`src/shared/fcd_map.vh`:
```
// Constants of the flash command sequencer: register map, command codes
// and bus timing. Assumes a 100 MHz clock and a flash on an async bus.
`ifndef FCD_MAP_VH
`define FCD_MAP_VH

// ********************************************************************
// Register byte offsets on the APB side.
// ********************************************************************
`define FCD_OFS_CTRL 8'h00
`define FCD_OFS_ADDR 8'h04
`define FCD_OFS_WDATA 8'h08
`define FCD_OFS_STATUS 8'h0C
`define FCD_OFS_RDATA 8'h10
`define FCD_OFS_CFG 8'h14

// Field positions and reset values.
`define FCD_CFG_BYTE_BIT 0
`define FCD_ST_BUSY_BIT 0
`define FCD_ST_RDY_BIT 1
`define FCD_ST_BYP_BIT 2
`define FCD_ST_ERR_BIT 3
`define FCD_ST_DONE_BIT 4
`define FCD_RST_CFG 1'b0

// ********************************************************************
// Orders that software writes into CTRL[3:0].
// ********************************************************************
`define FCD_CMD_READ 4'h0
`define FCD_CMD_RESET 4'h1
`define FCD_CMD_IDENT 4'h2
`define FCD_CMD_PROG 4'h3
`define FCD_CMD_BENTER 4'h4
`define FCD_CMD_BPROG 4'h5
`define FCD_CMD_BEXIT 4'h6
`define FCD_CMD_CHIPER 4'h7
`define FCD_CMD_SECTER 4'h8
`define FCD_CMD_SUSP 4'h9
`define FCD_CMD_RESUME 4'hA

// Unlock addresses for word and byte width, and command data bytes.
`define FCD_UNL1_WORD 20'h00555
`define FCD_UNL2_WORD 20'h002AA
`define FCD_UNL1_BYTE 20'h00AAA
`define FCD_UNL2_BYTE 20'h00555
`define FCD_D_UNL1 8'hAA
`define FCD_D_UNL2 8'h55
`define FCD_D_RESET 8'hF0
`define FCD_D_IDENT 8'h90
`define FCD_D_PROG 8'hA0
`define FCD_D_BYPASS 8'h20
`define FCD_D_ERSETUP 8'h80
`define FCD_D_CHIPER 8'h10
`define FCD_D_SECTER 8'h30
`define FCD_D_SUSP 8'hB0
`define FCD_D_RESUME 8'h30
`define FCD_D_BEXIT1 8'h90
`define FCD_D_BEXIT2 8'h00

// ********************************************************************
// Bus timing, in ns, and the derived clock counts (rounded up).
// ********************************************************************
`define FCD_CLK_MHZ 100
`define FCD_TWP_NS 40
`define FCD_TWPH_NS 30
`define FCD_TACC_NS 80
`define FCD_SYNC_CYC 2
`define FCD_CYC(ns) (((ns) * `FCD_CLK_MHZ + 999) / 1000)

`endif

```
`src/hdl/fcd_host.v`:
```
// Flash command sequencer: takes orders over APB and plays the matching
// write and read cycles on the pins of a parallel NOR flash.
// Assumes one 100 MHz clock, a zero-wait APB master, and a flash whose
// data bus and ready/busy pin arrive asynchronously.
//
// How it works
// - Unlock writes use 555/2AA in word mode, AAA/555 in byte mode.
// - Every command cycle is a write; only array or ID data is read.
// - Identification: two unlocks, 90, then a read at the offset.
// - Program: two unlocks, A0, then location with its value.
// - Shortcut mode entered by unlocks and 20; then A0 plus data.
// - Shortcut mode left by writes 90 then 00 at any address.
// - Chip erase: unlocks, 80, unlocks, 10 at first unlock address.
// - Sector erase: unlocks, 80, unlocks, 30 at sector address.
`include "fcd_map.vh"

module fcd_host (
  input wire clk,
  input wire rst_n,
  input wire psel,
  input wire penable,
  input wire pwrite,
  input wire [7:0] paddr,
  input wire [31:0] pwdata,
  output reg [31:0] prdata,
  output wire pready,
  output wire pslverr,
  output reg [19:0] flashAddr,
  output reg [15:0] dqOut,
  output reg dqOe,
  input wire [15:0] dqIn,
  output reg ceN,
  output reg weN,
  output reg oeN,
  output reg byteN,
  input wire readyBusyIn
);

  localparam [2:0] ST_IDLE = 3'd0;
  localparam [2:0] ST_WSET = 3'd1;
  localparam [2:0] ST_WLOW = 3'd2;
  localparam [2:0] ST_WHIGH = 3'd3;
  localparam [2:0] ST_RLOW = 3'd4;
  localparam [2:0] ST_REND = 3'd5;
  // Counts are worked out as integers, then cut to the counter width.
  localparam integer WP_FULL = `FCD_CYC(`FCD_TWP_NS);
  localparam integer WPH_FULL = `FCD_CYC(`FCD_TWPH_NS);
  localparam integer RD_FULL = `FCD_CYC(`FCD_TACC_NS) + `FCD_SYNC_CYC;
  localparam [7:0] WP_CYC = WP_FULL[7:0];
  localparam [7:0] WPH_CYC = WPH_FULL[7:0];
  localparam [7:0] RD_CYC = RD_FULL[7:0];

  // ******************************************************************
  // Sequence tables.
  // ******************************************************************

  // Number of write cycles that each order plays before any read.
  function [2:0] nWrites;
    input [3:0] c;
    begin
      case (c)
        `FCD_CMD_READ: nWrites = 3'd0;
        `FCD_CMD_RESET, `FCD_CMD_SUSP, `FCD_CMD_RESUME: nWrites = 3'd1;
        `FCD_CMD_BPROG, `FCD_CMD_BEXIT: nWrites = 3'd2;
        `FCD_CMD_IDENT, `FCD_CMD_BENTER: nWrites = 3'd3;
        `FCD_CMD_PROG: nWrites = 3'd4;
        default: nWrites = 3'd6;
      endcase
    end
  endfunction

  // Returns {address, data} of write cycle idx of order c.
  function [35:0] stepWord;
    input [3:0] c;
    input [2:0] idx;
    input byteM;
    input [19:0] a;
    input [15:0] d;
    reg [19:0] u1;
    reg [19:0] u2;
    reg [7:0] code;
    begin
      u1 = byteM ? `FCD_UNL1_BYTE : `FCD_UNL1_WORD;
      u2 = byteM ? `FCD_UNL2_BYTE : `FCD_UNL2_WORD;
      case (c)
        `FCD_CMD_IDENT: code = `FCD_D_IDENT;
        `FCD_CMD_PROG: code = `FCD_D_PROG;
        `FCD_CMD_BENTER: code = `FCD_D_BYPASS;
        default: code = `FCD_D_ERSETUP;
      endcase
      // Command bytes go out with a zero upper byte; those outside unlock sequences go to address 0.
      case (c)
        `FCD_CMD_RESET: stepWord = {20'h00000, 8'h00, `FCD_D_RESET};
        `FCD_CMD_SUSP: stepWord = {20'h00000, 8'h00, `FCD_D_SUSP};
        `FCD_CMD_RESUME: stepWord = {20'h00000, 8'h00, `FCD_D_RESUME};
        `FCD_CMD_BPROG: stepWord = (idx == 3'd0) ?
          {20'h00000, 8'h00, `FCD_D_PROG} : {a, d};
        `FCD_CMD_BEXIT: stepWord = (idx == 3'd0) ?
          {20'h00000, 8'h00, `FCD_D_BEXIT1} : {20'h00000, 8'h00, `FCD_D_BEXIT2};
        default: begin
          case (idx)
            3'd0, 3'd3: stepWord = {u1, 8'h00, `FCD_D_UNL1};
            3'd1, 3'd4: stepWord = {u2, 8'h00, `FCD_D_UNL2};
            3'd2: stepWord = {u1, 8'h00, code};
            default: begin
              if (c == `FCD_CMD_CHIPER) begin
                stepWord = {u1, 8'h00, `FCD_D_CHIPER};
              end else begin
                stepWord = {a, 8'h00, `FCD_D_SECTER};
              end
            end
          endcase
          if (c == `FCD_CMD_PROG && idx == 3'd3) begin
            stepWord = {a, d};
          end
        end
      endcase
    end
  endfunction

  // ******************************************************************
  // State.
  // ******************************************************************
  reg [3:0] cmd_r;
  reg [19:0] addr_r;
  reg [15:0] wdata_r;
  reg [15:0] rdata_r;
  reg byteMode_r;
  reg bypass_r;
  reg busy_r;
  reg err_r;
  reg done_r;
  reg [2:0] state_r;
  reg [2:0] idx_r;
  reg [7:0] cnt_r;
  reg [15:0] dqMeta_r;
  reg [15:0] dqSync_r;
  reg rbMeta_r;
  reg rbSync_r;
  wire apbWr;
  wire apbRd;
  wire mapped;
  wire ctrlWr;
  wire cmdOk;
  wire [35:0] step;

  // Zero-wait slave; unmapped offsets answer with an error.
  assign pready = 1'b1;
  assign mapped = (paddr == `FCD_OFS_CTRL) || (paddr == `FCD_OFS_ADDR) ||
    (paddr == `FCD_OFS_WDATA) || (paddr == `FCD_OFS_STATUS) ||
    (paddr == `FCD_OFS_RDATA) || (paddr == `FCD_OFS_CFG);
  assign pslverr = psel & penable & ~mapped;
  assign apbWr = psel & penable & pwrite & mapped;
  assign apbRd = psel & ~penable & ~pwrite;
  assign ctrlWr = apbWr && (paddr == `FCD_OFS_CTRL);
  // Shortcut mode accepts only its own program and exit plus plain reads;
  // anything else would break the flash out of it, so it is refused.
  assign cmdOk = (pwdata[3:0] <= `FCD_CMD_RESUME) && (bypass_r ?
    (pwdata[3:0] == `FCD_CMD_BPROG || pwdata[3:0] == `FCD_CMD_BEXIT ||
     pwdata[3:0] == `FCD_CMD_READ) :
    (pwdata[3:0] != `FCD_CMD_BPROG && pwdata[3:0] != `FCD_CMD_BEXIT));
  assign step = stepWord(cmd_r, idx_r, byteMode_r, addr_r, wdata_r);

  // Two-flop synchronisers on the flash data bus and ready/busy pin.
  always @(posedge clk or negedge rst_n) begin
    if (!rst_n) begin
      dqMeta_r <= 16'h0000;
      dqSync_r <= 16'h0000;
      rbMeta_r <= 1'b1;
      rbSync_r <= 1'b1;
    end else begin
      dqMeta_r <= dqIn;
      dqSync_r <= dqMeta_r;
      rbMeta_r <= readyBusyIn;
      rbSync_r <= rbMeta_r;
    end
  end

  // Read data is registered in the setup phase so it is stable in access.
  always @(posedge clk or negedge rst_n) begin
    if (!rst_n) begin
      prdata <= 32'h00000000;
    end else if (apbRd) begin
      case (paddr)
        `FCD_OFS_CTRL: prdata <= {28'h0000000, cmd_r};
        `FCD_OFS_ADDR: prdata <= {12'h000, addr_r};
        `FCD_OFS_WDATA: prdata <= {16'h0000, wdata_r};
        `FCD_OFS_STATUS: prdata <= {27'h0000000, done_r, err_r, bypass_r,
          rbSync_r, busy_r};
        `FCD_OFS_RDATA: prdata <= {16'h0000, rdata_r};
        `FCD_OFS_CFG: prdata <= {31'h00000000, byteMode_r};
        default: prdata <= 32'h00000000;
      endcase
    end
  end

  // ******************************************************************
  // Register writes and the pin sequencer.
  // ******************************************************************

  // Each write cycle: setup with select low, strobe low, strobe high.
  // The address is set a cycle ahead of the falling strobe, and data is
  // held through the rising strobe, so both flash latch points are met.
  always @(posedge clk or negedge rst_n) begin
    if (!rst_n) begin
      cmd_r <= `FCD_CMD_READ;
      addr_r <= 20'h00000;
      wdata_r <= 16'h0000;
      rdata_r <= 16'h0000;
      byteMode_r <= `FCD_RST_CFG;
      bypass_r <= 1'b0;
      busy_r <= 1'b0;
      err_r <= 1'b0;
      done_r <= 1'b0;
      state_r <= ST_IDLE;
      idx_r <= 3'd0;
      cnt_r <= 8'h00;
      flashAddr <= 20'h00000;
      dqOut <= 16'h0000;
      dqOe <= 1'b0;
      ceN <= 1'b1;
      weN <= 1'b1;
      oeN <= 1'b1;
      byteN <= 1'b1;
    end else begin
      byteN <= ~byteMode_r;
      if (apbWr && !busy_r) begin
        if (paddr == `FCD_OFS_ADDR) addr_r <= pwdata[19:0];
        if (paddr == `FCD_OFS_WDATA) wdata_r <= pwdata[15:0];
        if (paddr == `FCD_OFS_CFG) byteMode_r <= pwdata[`FCD_CFG_BYTE_BIT];
      end
      if (ctrlWr) begin
        if (busy_r || !cmdOk) begin
          err_r <= 1'b1;
        end else begin
          cmd_r <= pwdata[3:0];
          busy_r <= 1'b1;
          err_r <= 1'b0;
          done_r <= 1'b0;
          idx_r <= 3'd0;
          state_r <= (nWrites(pwdata[3:0]) == 3'd0) ? ST_RLOW : ST_WSET;
          cnt_r <= 8'h00;
        end
      end
      case (state_r)
        ST_IDLE: begin
          ceN <= 1'b1;
          oeN <= 1'b1;
          weN <= 1'b1;
          dqOe <= 1'b0;
        end
        ST_WSET: begin
          flashAddr <= step[35:16];
          dqOut <= step[15:0];
          dqOe <= 1'b1;
          ceN <= 1'b0;
          cnt_r <= 8'h00;
          state_r <= ST_WLOW;
        end
        ST_WLOW: begin
          weN <= 1'b0;
          cnt_r <= cnt_r + 8'h01;
          if (cnt_r == WP_CYC) begin
            weN <= 1'b1;
            cnt_r <= 8'h00;
            state_r <= ST_WHIGH;
          end
        end
        ST_WHIGH: begin
          ceN <= 1'b1;
          cnt_r <= cnt_r + 8'h01;
          if (cnt_r == WPH_CYC) begin
            dqOe <= 1'b0;
            cnt_r <= 8'h00;
            idx_r <= idx_r + 3'd1;
            if (idx_r + 3'd1 != nWrites(cmd_r)) begin
              state_r <= ST_WSET;
            end else if (cmd_r == `FCD_CMD_IDENT) begin
              state_r <= ST_RLOW;
            end else begin
              state_r <= ST_REND;
            end
          end
        end
        ST_RLOW: begin
          // Access time plus synchroniser delay before sampling data.
          flashAddr <= addr_r;
          dqOe <= 1'b0;
          ceN <= 1'b0;
          oeN <= 1'b0;
          cnt_r <= cnt_r + 8'h01;
          if (cnt_r == RD_CYC) begin
            rdata_r <= dqSync_r;
            oeN <= 1'b1;
            ceN <= 1'b1;
            state_r <= ST_REND;
          end
        end
        ST_REND: begin
          busy_r <= 1'b0;
          done_r <= 1'b1;
          if (cmd_r == `FCD_CMD_BENTER) bypass_r <= 1'b1;
          if (cmd_r == `FCD_CMD_BEXIT) bypass_r <= 1'b0;
          state_r <= ST_IDLE;
        end
        default: state_r <= ST_IDLE;
      endcase
    end
  end

endmodule // fcd_host

```
`config.mk`:
```
export PLATFORM = sky130hd
export DESIGN_NAME = fcd_host
export DESIGN_NICKNAME = d
export VERILOG_FILES = /design/src/hdl/fcd_host.v
export VERILOG_INCLUDE_DIRS = /design/src /design/src/shared
export SDC_FILE = /design/constraint.sdc
export NUM_CORES = 1
export LEC_CHECK = 0
export BUFFER_PORTS_ARGS = -buffer_cell sky130_fd_sc_hd__buf_2
export CORE_MARGIN = 2
export CORE_UTILIZATION = 55
export CTS_CLUSTER_SIZE = 30
export DETAILED_ROUTE_END_ITERATION = 8
export GPL_ROUTABILITY_DRIVEN = 0
export PLACE_DENSITY_LB_ADDON = 0.3
export RECOVER_POWER = 50
export SLEW_MARGIN = 10
export SYNTH_ARGS = -nofsm -noshare
export SYNTH_HDL_FRONTEND = slang
export SYNTH_SLANG_ARGS = --single-unit
```
`constraint.sdc`:
```
create_clock -name clk -period 2.52 [get_ports clk]
set_input_delay 0.63 -clock clk [delete_from_list [all_inputs] [get_ports clk]]
set_output_delay 0.63 -clock clk [all_outputs]
set_load 0.02 [all_outputs]
```
Yosys cells after proc, flatten, opt, wreduce, memory -nomap -nowiden:

Memories as Yosys holds them, arrays and structs flattened.
Index checks and enable logic that the tools add are counted.

* register bits after elaboration: 182
* bits in read-only memories: 96
* bits of input ports: 62
* output and inout port bits: 75
* logic and storage cells: 165
* memories kept: 2

* $add $sub $neg: 2
* $lt $le $gt $ge: 1
* eq/ne operators: 34
* mux-type cells: 50
* bitwise gates (word level): 11
* reductions and logical operators: 41

Memories
* (name not given): words 16, bits a word 3, rd ports 1, clocked after memory_dff 0, write ports 0, line fcd_host.v:61 `case (c)`
* (name not given): words 16, bits a word 3, rd ports 1, clocked after memory_dff 0, write ports 0, line fcd_host.v:61

Operators with widths (number)
* $pmux 36 s5: 1
* $pmux 20 s6: 1
* $mux 36: 3
* $pmux 36 s3: 1
* $mux 3: 15
* $mux 8: 5
* $pmux 20 s2: 1
* $pmux 8 s4: 1
* $eq 4x3->1 const B: 6
* $eq 8x4->1 const B: 3
* $pmux 8 s3: 1
* $reduce_and 2->1: 9
* $eq 8x3->1 const B: 2
* $eq 8x5->1 const B: 2
* $pmux 3 s5: 1
* $mux 1: 14
* $eq 3x2->1 const B: 4
* $mux 12: 1
* $mux 11: 1
* $reduce_bool 2->1: 5
* $eq 3x3->1 const B: 3
* $logic_not 3->1: 3
* $add 8x1->8 const B: 1
* $eq 4x2->1 const B: 2
* 23 further kinds: 53

Depth between registers and ports, before layout:

Gate-level depths: netlist (run 1).

* depth in word-level cells: 15
* mapped depth: 10
* depth with buffers taken out: 8

Worst setup path after synthesis (run 1):

No wires, ideal clock.

* path type: input to register
* start: input paddr[0]
* end: register cnt_r[6]
* data arrival time: 2432 ps
* data required time: 2394 ps
* path slack: -38 ps
* stages: 6
* path buffers: 0
* cell sequence: or4_4 a2111oi_4 o21ai_2 nand4b_4 and2_4 a221o_1

* word-level cells in the longest chain between the ends: 10

RTL lines
* start, declared: line fcd_host.v:23 `input wire [7:0] paddr,`
* $eq 8x3->1 / $logic_not 8->1 (equally long branches)
* $logic_or 1x1->1 (5 in series): line fcd_host.v:149 `` assign mapped = (paddr == `FCD_OFS_CTRL) || (paddr == `FCD_OFS_ADDR) || ``
* $and 1x1->1: line fcd_host.v:153 `assign apbWr = psel & penable & pwrite & mapped;`
* $logic_and 1x1->1 (*): line fcd_host.v:155 `` assign ctrlWr = apbWr && (paddr == `FCD_OFS_CTRL); ``
* $reduce_bool 5->1 (no source line) (*)
* $reduce_and 2->1 (no source line) (*)
* end signal, assigned: line fcd_host.v:262 `cnt_r <= cnt_r + 8'h01;`
* end signal, assigned: line fcd_host.v:271 `cnt_r <= cnt_r + 8'h01;`
* end signal, assigned: line fcd_host.v:291 `cnt_r <= cnt_r + 8'h01;`
* end, declared: line fcd_host.v:135 `reg [7:0] cnt_r;`

Mark *: on every way between the ends. The rest lies on a longest branch, timed or not.
A chain may end at the register's enable or synchronous reset.

Final worst setup path (run 1):

* start: input paddr[0]
* end: output pslverr

* word-level cells in the longest chain between the ends: 8

RTL lines
* $eq 8x3->1 / $logic_not 8->1 (equally long branches)
* $logic_or 1x1->1 (4 in series): line fcd_host.v:149
* $logic_or 1x1->1 (*): line fcd_host.v:149
* $not 1->1 (*): line fcd_host.v:152 `assign pslverr = psel & penable & ~mapped;`
* $and 1x1->1 (*): line fcd_host.v:152
* end, declared: line fcd_host.v:27 `output wire pslverr,`

Marks and branches as above.

==> impl_metrics.json, run 1 <==
{
  "status": "finished clean",
  "clock-root-buffer": "clkbuf_16",
  "fmax_mhz": 415,
  "clk_latency_ns": 0.44,
  "rrSetupSlack_ns": 0.17,
  "cpPeakStageDelay_ns": 0.58,
  "syn_avg_cell_area_um2": 10.9,
  "p_leak_nw": 4.58,
  "netlist_instances": 694,
  "drv_slew": 0,
  "hold_ws_ns": 0.285,
  "yosys_warnings": 0,
  "gr-usage-all-layers_pct": 25.6,
  "hold_class": "input port to flip-flop",
  "critical-path-top-cell-by-count": "buf_2",
  "fin_nets": 897,
  "cp_data_arrival_time_ns": 1.78,
  "grt_first_pass_wirelength_mm": 28.6,
  "r2r-start": "idx_r[0]",
  "overflow": 0,
  "worst_hold_path.endpoint": "rbMeta_r",
  "postRouteAntennaNets": 0,
  "reg2reg_to": "flashAddr[11]",
  "cts_sinks": 170,
  "seqCellArea_um2": 4260,
  "final.setup_skew_ns": 0.00935,
  "drive_gt1_share_pct": 30.4,
  "drc": 0,
  "cts_buffers": 17,
  "die-height_um": 121,
  "yosys.area.top_type_share_pct": 54.4,
  "relSlewSlack_pct": 16.0,
  "required_ns": 1.89,
  "grt_pass1_vias": 5508,
  "crit_chain": "buf_2 > or4_4 > a211oi_2 > nor2_1 > buf_2",
  "r2r.worst_path.cells": 8,
  "hold_depth": 1,
  "startpoint_type": "input port",
  "clkTransAtPathRegs_ns": 0.07,
  "firstDrtPassIters": 6,
  "ys_ff_latch": 170,
  "synth_top_area_cell": "dfrtp_1",
  "pre_cts_slack_ns": -0.124,
  "dp.cells": 976,
  "multi_input_area_um2": 3020,
  "drt-total-wl_mm": 17.9,
  "grt_max_degree": 53,
  "setup_tns_ns": 0,
  "rsz0062_at_grt": "false",
  "synthFlopType": "dfrtp_1",
  "worstHoldStart": "readyBusyIn",
  "htreeDepth": 4,
  "path_max_fanout": 4,
  "fillCellCount": 1021,
  "areaGrowthSynthToFinish_pct": 19.2,
  "grt_antenna_before_repair": 1,
  "slowest_stage": "or4_4",
  "hpwlAfterDp_mm": 13.2,
  "fp.coreArea_um2": 13300,
  "post-route-util_pct": 67.4,
  "final_cells": 1009,
  "tightest_slew_ns": 1.26,
  "fp.dieW_um": 121,
  "die_area_um2": 14700,
  "port-buffer-count": 111,
  "post-route-period-util_pct": 95.7,
  "yosys-top-cells-area": "dfrtp_1, mux2_2, nand2_1",
  "yosysSeqAreaShare_pct": 56.5,
  "worstSetupEndpointType": "output port",
  "finalSetupViolCount": 0,
  "setup_slack_ns": 0.108,
  "synth-edff-count": 0,
  "start_util_pct": 56.5,
  "clockBufferDepth": 2,
  "via_count": 5813,
  "p_per_area_nw_per_um2": 704,
  "synth_cell_types": 62,
  "dr.first_iter.drc_count": 699,
  "synth_area_um2": 7550,
  "placementRows": 42,
  "ioPinCount": 137,
  "async_reset_ff_share_pct": 100,
  "hold_viol": 0,
  "wl_per_cell_um": 17.7,
  "ir_drop_mv": 0.512,
  "cts_tree": "done",
  "vias_per_cell": 5.76,
  "period_needed_ns": 2.41,
  "drv_cap": 0,
  "critical_path_class": "input port to output port"
}
-- worst max-delay path, delay by kind of cell --
kind | cells | cell delay, ns
simple gates | 2 | 0.66
buf+inv | 2 | 0.26
compound gates | 1 | 0.24
-- layout by cell type, fill, tap and decap left out, types with 5 or more instances in the layout --
master,count
a21oi_1,32
a221oi_1,7
a222oi_1,12
a31oi_1,8
and2_1,5
buf_2,110
buf_4,27
clkbuf_16,17
conb_1,13
dfrtp_1,164
dfstp_2,6
ha_1,16
inv_1,17
mux2_2,52
mux2i_1,8
nand2_1,108
nand2b_1,6
nand3_1,34
nand3b_1,6
nor2_1,44
o21ai_0,45
-- registers in the layout (all words and copies together), names as in the netlist --
signal      flops
done_r          1
dqSync_r       16
weN             1
byteMode_r      1
prdata         20
flashAddr      20
bypass_r        1
state_r         3
ceN             1
rdata_r        16
rbMeta_r        1
oeN             1
addr_r         20
cnt_r           8
idx_r           3
dqOe            1
err_r           1
dqOut          16
cmd_r           4
wdata_r        16
byteN           1
busy_r          1
rbSync_r        1
dqMeta_r       16
-- cell usage after synthesis, drive strengths merged (7+ instances only) --
library cell / instances
buf: 25
mux2: 52
a21oi: 34
a222oi: 12
mux2i: 8
ha: 16
o21ai: 47
clkbuf: 25
inv: 17
nand3: 34
a221oi: 7
nor2: 44
a31oi: 8
dfrtp: 164
nand2: 109
-- logic make-up (layout without fill, tap and decap cells) --
group / count (synthesis) / after routing / share of synthesized area (%)
fa+ha+maj: 16 / 16 / 2.65
flops: 170 / 170 / 56.5
xor+xnor: 6 / 6 / 0.696
simple gates: 237 / 237 / 15.1
mux: 60 / 60 / 8.82
compound gates: 136 / 136 / 11.9
other cells: 2 / 14 / 0.0995
buf+inv: 67 / 194 / 4.24
-- through the flow --
step / cell area (µm²) / power (mW)
3_3_place_gp: 8420 / 3.71
2_1_floorplan: 7590 / 3.51
4_1_cts: 9020 / 6.37
5_1_grt: 9000 / 6.60
3_5_place_dp: 8420 / 3.75
6_report: 9000 / 6.34
-- how the worst max path moves through the flow --
stage,from,end,slack [ns],cells past startpoint
4_1_cts,paddr[0],pslverr,0.04,5
6_report,paddr[0],pslverr,0.11,5
3_5_place_dp,paddr[0],cnt_r[6],-0.12,7
2_1_floorplan,paddr[0],cnt_r[6],0.002,6
3_3_place_gp,paddr[0],cnt_r[6],-0.04,7
5_1_grt,idx_r[0],flashAddr[11],0.03,8
-- cell type report --
class,instances,share of cell area (%)
multi-input cells,468,33.6
flip-flops and latches,170,47.4
well taps,176,2.45
inverters,17,0.709
repair buffers,145,9.14
diodes,1,0.0278
clock buffers,17,4.73
clock inverters,15,1.99
-- layer usage --
layer / wire [µm] / GRT usage (%) / vias up
met5: 0 / 0 / -
met3: 1290 / 5.17 / 29
met2: 8530 / 40.4 / 271
met4: 410 / 8.91 / 0
li1: - / - / 2675
met1: 7670 / 35.6 / 2838
-- where the power goes --
part	total [mW]	switching [mW]	leakage (nW)	internal (mW)
sequential	3.01	0.139	2.21	2.87
clock	2.63	1.21	0.297	1.42
combinational	0.701	0.416	2.06	0.285
-- repair_timing --
item                       in CTS  in global routing
gates resized for setup         0                  5
buffers inserted                0                  0
setup endpoints to repair       0                  8
hold buffers                    0                  0
Note: power is estimated with default switching activity, not from simulation.
==> run 2: changes to the inputs <==
CORE_UTILIZATION = 60   (was 55)
clock period = 2.95 ns   (was 2.52 ns; I/O delays follow)
==> impl_metrics.json, run 2 (same netlist as run 1, synthesis figures left out) <==
{
  "drt-total-wl_mm": 18.4,
  "finalSetupViolCount": 0,
  "clock-root-buffer": "clkbuf_16",
  "relSlewSlack_pct": -2.17,
  "cts_buffers": 17,
  "grt_antenna_before_repair": 0,
  "die_area_um2": 13500,
  "cts-resized-gates": 0,
  "firstDrtPassIters": 5,
  "drv_cap": 1,
  "grt_pass1_vias": 5853,
  "ctsHoldBuffers": 0,
  "wl_per_cell_um": 18.6,
  "post-route-period-util_pct": 92.7,
  "grt_first_pass_wirelength_mm": 29.8,
  "hold_viol": 0,
  "final_cell_mix": "dfrtp_1, buf_2, nand2_1, mux2_2, o21ai_0",
  "startpoint_type": "input port",
  "clockBufferDepth": 2,
  "die-height_um": 116,
  "fp.coreArea_um2": 12200,
  "overflow": 0,
  "fillCellCount": 893,
  "clkTransAtPathRegs_ns": 0.07,
  "vias_per_cell": 5.89,
  "largestRegisters": "addr_r x20, flashAddr x20, prdata x20",
  "period_needed_ns": 2.73,
  "hpwlAfterDp_mm": 13.1,
  "startpoint": "paddr[0]",
  "postRouteAntennaNets": 0,
  "rsz0062_at_grt": "false",
  "rrSetupSlack_ns": 0.40,
  "hold_class": "flip-flop to flip-flop",
  "placementRows": 40,
  "dr.first_iter.drc_count": 692,
  "worstSetupEndpointType": "output port",
  "p_leak_nw": 4.52,
  "areaGrowthSynthToFinish_pct": 17.8,
  "violations": "max-capacitance violations, max-slew violations",
  "drv_slew": 62,
  "place_area_um2": 8280,
  "path_max_fanout": 4,
  "mostFrequentLayoutCell": "dfrtp_1",
  "seqCellArea_um2": 4260,
  "start_util_pct": 62.1,
  "multi_input_area_um2": 3010,
  "final.setup_skew_ns": 0.00676,
  "r2r-start": "cnt_r[4]",
  "drive_gt1_share_pct": 29.1,
  "port-buffer-count": 111,
  "drc": 0,
  "tightest_slew_ns": 1.53,
  "via_count": 5823,
  "cp_data_arrival_time_ns": 2.00,
  "dp.cells": 956,
  "setup_tns_ns": 0,
  "cts_tree": "done",
  "required_ns": 2.21,
  "met1_usage_pct": 38.8,
  "worstHoldStart": "dqMeta_r[11]",
  "post_cts_buffers": 0,
  "critical_path_class": "input port to output port",
  "grt_util_met2_pct": 47.3,
  "cts_sinks": 170,
  "htreeDepth": 4,
  "fmax_mhz": 366,
  "fin_nets": 885,
  "ir_drop_mv": 0.576,
  "met3_usage_pct": 7.06,
  "final_area_um2": 8890,
  "clk_latency_ns": 0.43,
  "p_per_area_nw_per_um2": 613,
  "post-route-util_pct": 73.1,
  "fp.dieW_um": 116,
  "grt_busiest_layer": "met2",
  "ioPinCount": 137,
  "gr-usage-all-layers_pct": 29.3,
  "grt_max_degree": 63,
  "final_cells": 989,
  "status": "finished with violations"
}
run 2: cell count changes in the layout (fill, tap and decap cells not counted), sizes merged:
cell and change:
buf -10, clkinv -4, clkbuf -2, clkinvlp +2, bufinv +1, inv +1
run 2: metal layers:
| metal | up-vias | wire, µm |
|---|---|---|
| met5 | - | 0 |
| li1 | 2649 | - |
| met2 | 270 | 9060 |
| met4 | 0 | 467 |
| met1 | 2861 | 7380 |
| met3 | 43 | 1450 |
run 2: path summary, 6_finish.rpt:
path	endpoint	cells after the start
worst max-delay path	pslverr	5
worst min-delay path	dqSync_r[11]	0
worst max register to register	cnt_r[6]	5
worst min register to register	dqSync_r[11]	0
max in group asynchronous	dqSync_r[8]	2
min in group asynchronous	cnt_r[5]	1
run 2: worst max-delay path, cell delays in order:
cell	delay (ns)
buf_2	0.10
or4_4	0.58
a211oi_1	0.34
nor2_1	0.08
buf_2	0.16
run 2: final cells by class:
| cell class | instances | share of cell area, % |
|---|---|---|
| clock inverter | 15 | 2.24 |
| antenna | 1 | 0.0281 |
| clock buffer | 17 | 4.78 |
| inverter | 17 | 0.718 |
| timing repair buffer | 133 | 8.15 |
| sequential | 170 | 47.9 |
| tap | 168 | 2.36 |
| multi-input combinational | 468 | 33.8 |
run 2: per-stage QoR:
step | worst slack, ns | hold slack, ns | power (mW)
6_report | 0.215 | 0.348 | 5.45
5_1_grt | 0.159 | 0.354 | 5.68
4_1_cts | 0.215 | 0.300 | 5.48
3_5_place_dp | 0.138 | 0.335 | 3.18
3_3_place_gp | 0.178 | 0.332 | 3.15
2_1_floorplan | 0.285 | 0.331 | 3.00
run 2: power breakdown:
part,switching (mW),total [mW],internal (mW)
sequential,0.137,2.59,2.45
clock,1.01,2.31,1.30
combinational,0.324,0.555,0.231
total,1.47,5.45,3.98
==> run 3: changes to the inputs <==
CORE_UTILIZATION = 45   (was 60)
CTS_BUF_LIST = sky130_fd_sc_hd__clkbuf_8 sky130_fd_sc_hd__clkbuf_16   (was not set)
==> impl_metrics.json, run 3 (same netlist as run 1, synthesis figures left out) <==
{
  "ctsHoldBuffers": 0,
  "grt_first_pass_wirelength_mm": 30.8,
  "areaGrowthSynthToFinish_pct": 18.7,
  "die-height_um": 134,
  "dr.first_iter.drc_count": 442,
  "relSlewSlack_pct": -6.28,
  "die_area_um2": 17800,
  "placementRows": 47,
  "ioPinCount": 137,
  "rsz0062_at_grt": "false",
  "clock-root-buffer": "clkbuf_16",
  "final_cells": 1039,
  "drive_gt1_share_pct": 29.1,
  "final_cell_mix": "dfrtp_1, buf_2, nand2_1, mux2_2, o21ai_0",
  "htreeDepth": 4,
  "vias_per_cell": 5.50,
  "clkTransAtPathRegs_ns": 0.07,
  "critical_path_class": "input port to output port",
  "cts_tree": "done",
  "firstDrtPassIters": 6,
  "grt_max_degree": 61,
  "gr-usage-all-layers_pct": 22.0,
  "worstSetupEndpointType": "output port",
  "wl_per_cell_um": 17.9,
  "finalSetupViolCount": 0,
  "drv_slew": 60,
  "mostFrequentLayoutCell": "dfrtp_1",
  "drv_cap": 1,
  "start_util_pct": 45.8,
  "dp.cells": 1007,
  "status": "finished with violations",
  "fmax_mhz": 362,
  "cp_data_arrival_time_ns": 2.02,
  "port-buffer-count": 111,
  "clockBufferDepth": 2,
  "fp.coreArea_um2": 16500,
  "fp.dieW_um": 134,
  "cts_sinks": 170,
  "violations": "max-capacitance violations, max-slew violations",
  "final.setup_skew_ns": 0.0160,
  "path_max_fanout": 4,
  "fin_nets": 884,
  "place_area_um2": 8340,
  "via_count": 5714,
  "post-route-period-util_pct": 93.6,
  "postRouteAntennaNets": 0,
  "final_area_um2": 8960,
  "fillCellCount": 1450,
  "overflow": 0,
  "grt_antenna_before_repair": 0,
  "p_total_mw": 5.45,
  "p_per_area_nw_per_um2": 608,
  "post_cts_buffers": 0,
  "cts-resized-gates": 0,
  "grt_pass1_vias": 5964,
  "clk_latency_ns": 0.43,
  "hold_viol": 0,
  "setup_tns_ns": 0,
  "period_needed_ns": 2.76,
  "cts_buffers": 17,
  "ir_drop_mv": 0.426,
  "drc": 0,
  "diodes": 0,
  "hpwlAfterDp_mm": 13.5,
  "drt-total-wl_mm": 18.6,
  "p_leak_nw": 4.51,
  "required_ns": 2.21,
  "tightest_slew_ns": 1.59,
  "startpoint_type": "input port",
  "largestRegisters": "addr_r x20, flashAddr x20, prdata x20",
  "hold_class": "flip-flop to flip-flop"
}
==> run 3: changes by cell type in the layout (fill, tap and decap cells not counted), sizes merged <==
cell,change
buf,-1
bufinv,-1
clkinv,+5
diode,-1
inv,-4
==> run 3: power by group <==
group / switching, mW / leakage [nW] / internal (mW)
clock network: 1.08 / 0.297 / 1.23
logic: 0.329 / 2.00 / 0.231
registers: 0.135 / 2.21 / 2.45
==> run 3: metrics by stage <==
stage	util, %	hold WS (ns)	worst slack, ns
final	54.4	0.349	0.189
after CTS	54.5	0.300	0.169
after floorplan	-	0.331	0.285
after global placement	50.6	0.332	0.142
after global routing	54.4	0.357	0.0961
after detailed placement	50.6	0.335	0.145
==> run 3: per-layer routing <==
layer | share of wire [%] | vias to the layer above | GRT usage [%]
li1 | - | 2648 | -
met1 | 44 | 2816 | 29.5
met2 | 48 | 219 | 35.5
met3 | 5.8 | 31 | 4.76
met4 | 2.4 | 0 | 8.51
met5 | 0 | - | 0
==> run 3: final timing paths <==
path,startpoint,to,slack (ns),cells after the start
max,paddr[0],pslverr,0.19,5
min,dqMeta_r[3],dqSync_r[3],0.35,0
max reg2reg,cmd_r[0],flashAddr[4],0.43,8
min reg2reg,dqMeta_r[3],dqSync_r[3],0.35,0
max in group asynchronous,rst_n,dqMeta_r[11],0.75,2
min in group asynchronous,rst_n,cnt_r[0],0.71,1
==> run 3: final cells by class <==
class / count / area [µm²] / share of cell area (%)
timing repair buffer: 132 / 717 / 8.00
multi-input combinational: 468 / 3010 / 33.6
inverter: 17 / 63.8 / 0.712
clock inverter: 15 / 208 / 2.32
clock buffer: 17 / 425 / 4.75
tap: 220 / 275 / 3.07
sequential: 170 / 4260 / 47.6
==> run 3: worst max-delay path, cell delays in order <==
cell	delay (ns)
buf_2	0.10
or4_4	0.58
a211oi_1	0.35
nor2_1	0.08
buf_2	0.17
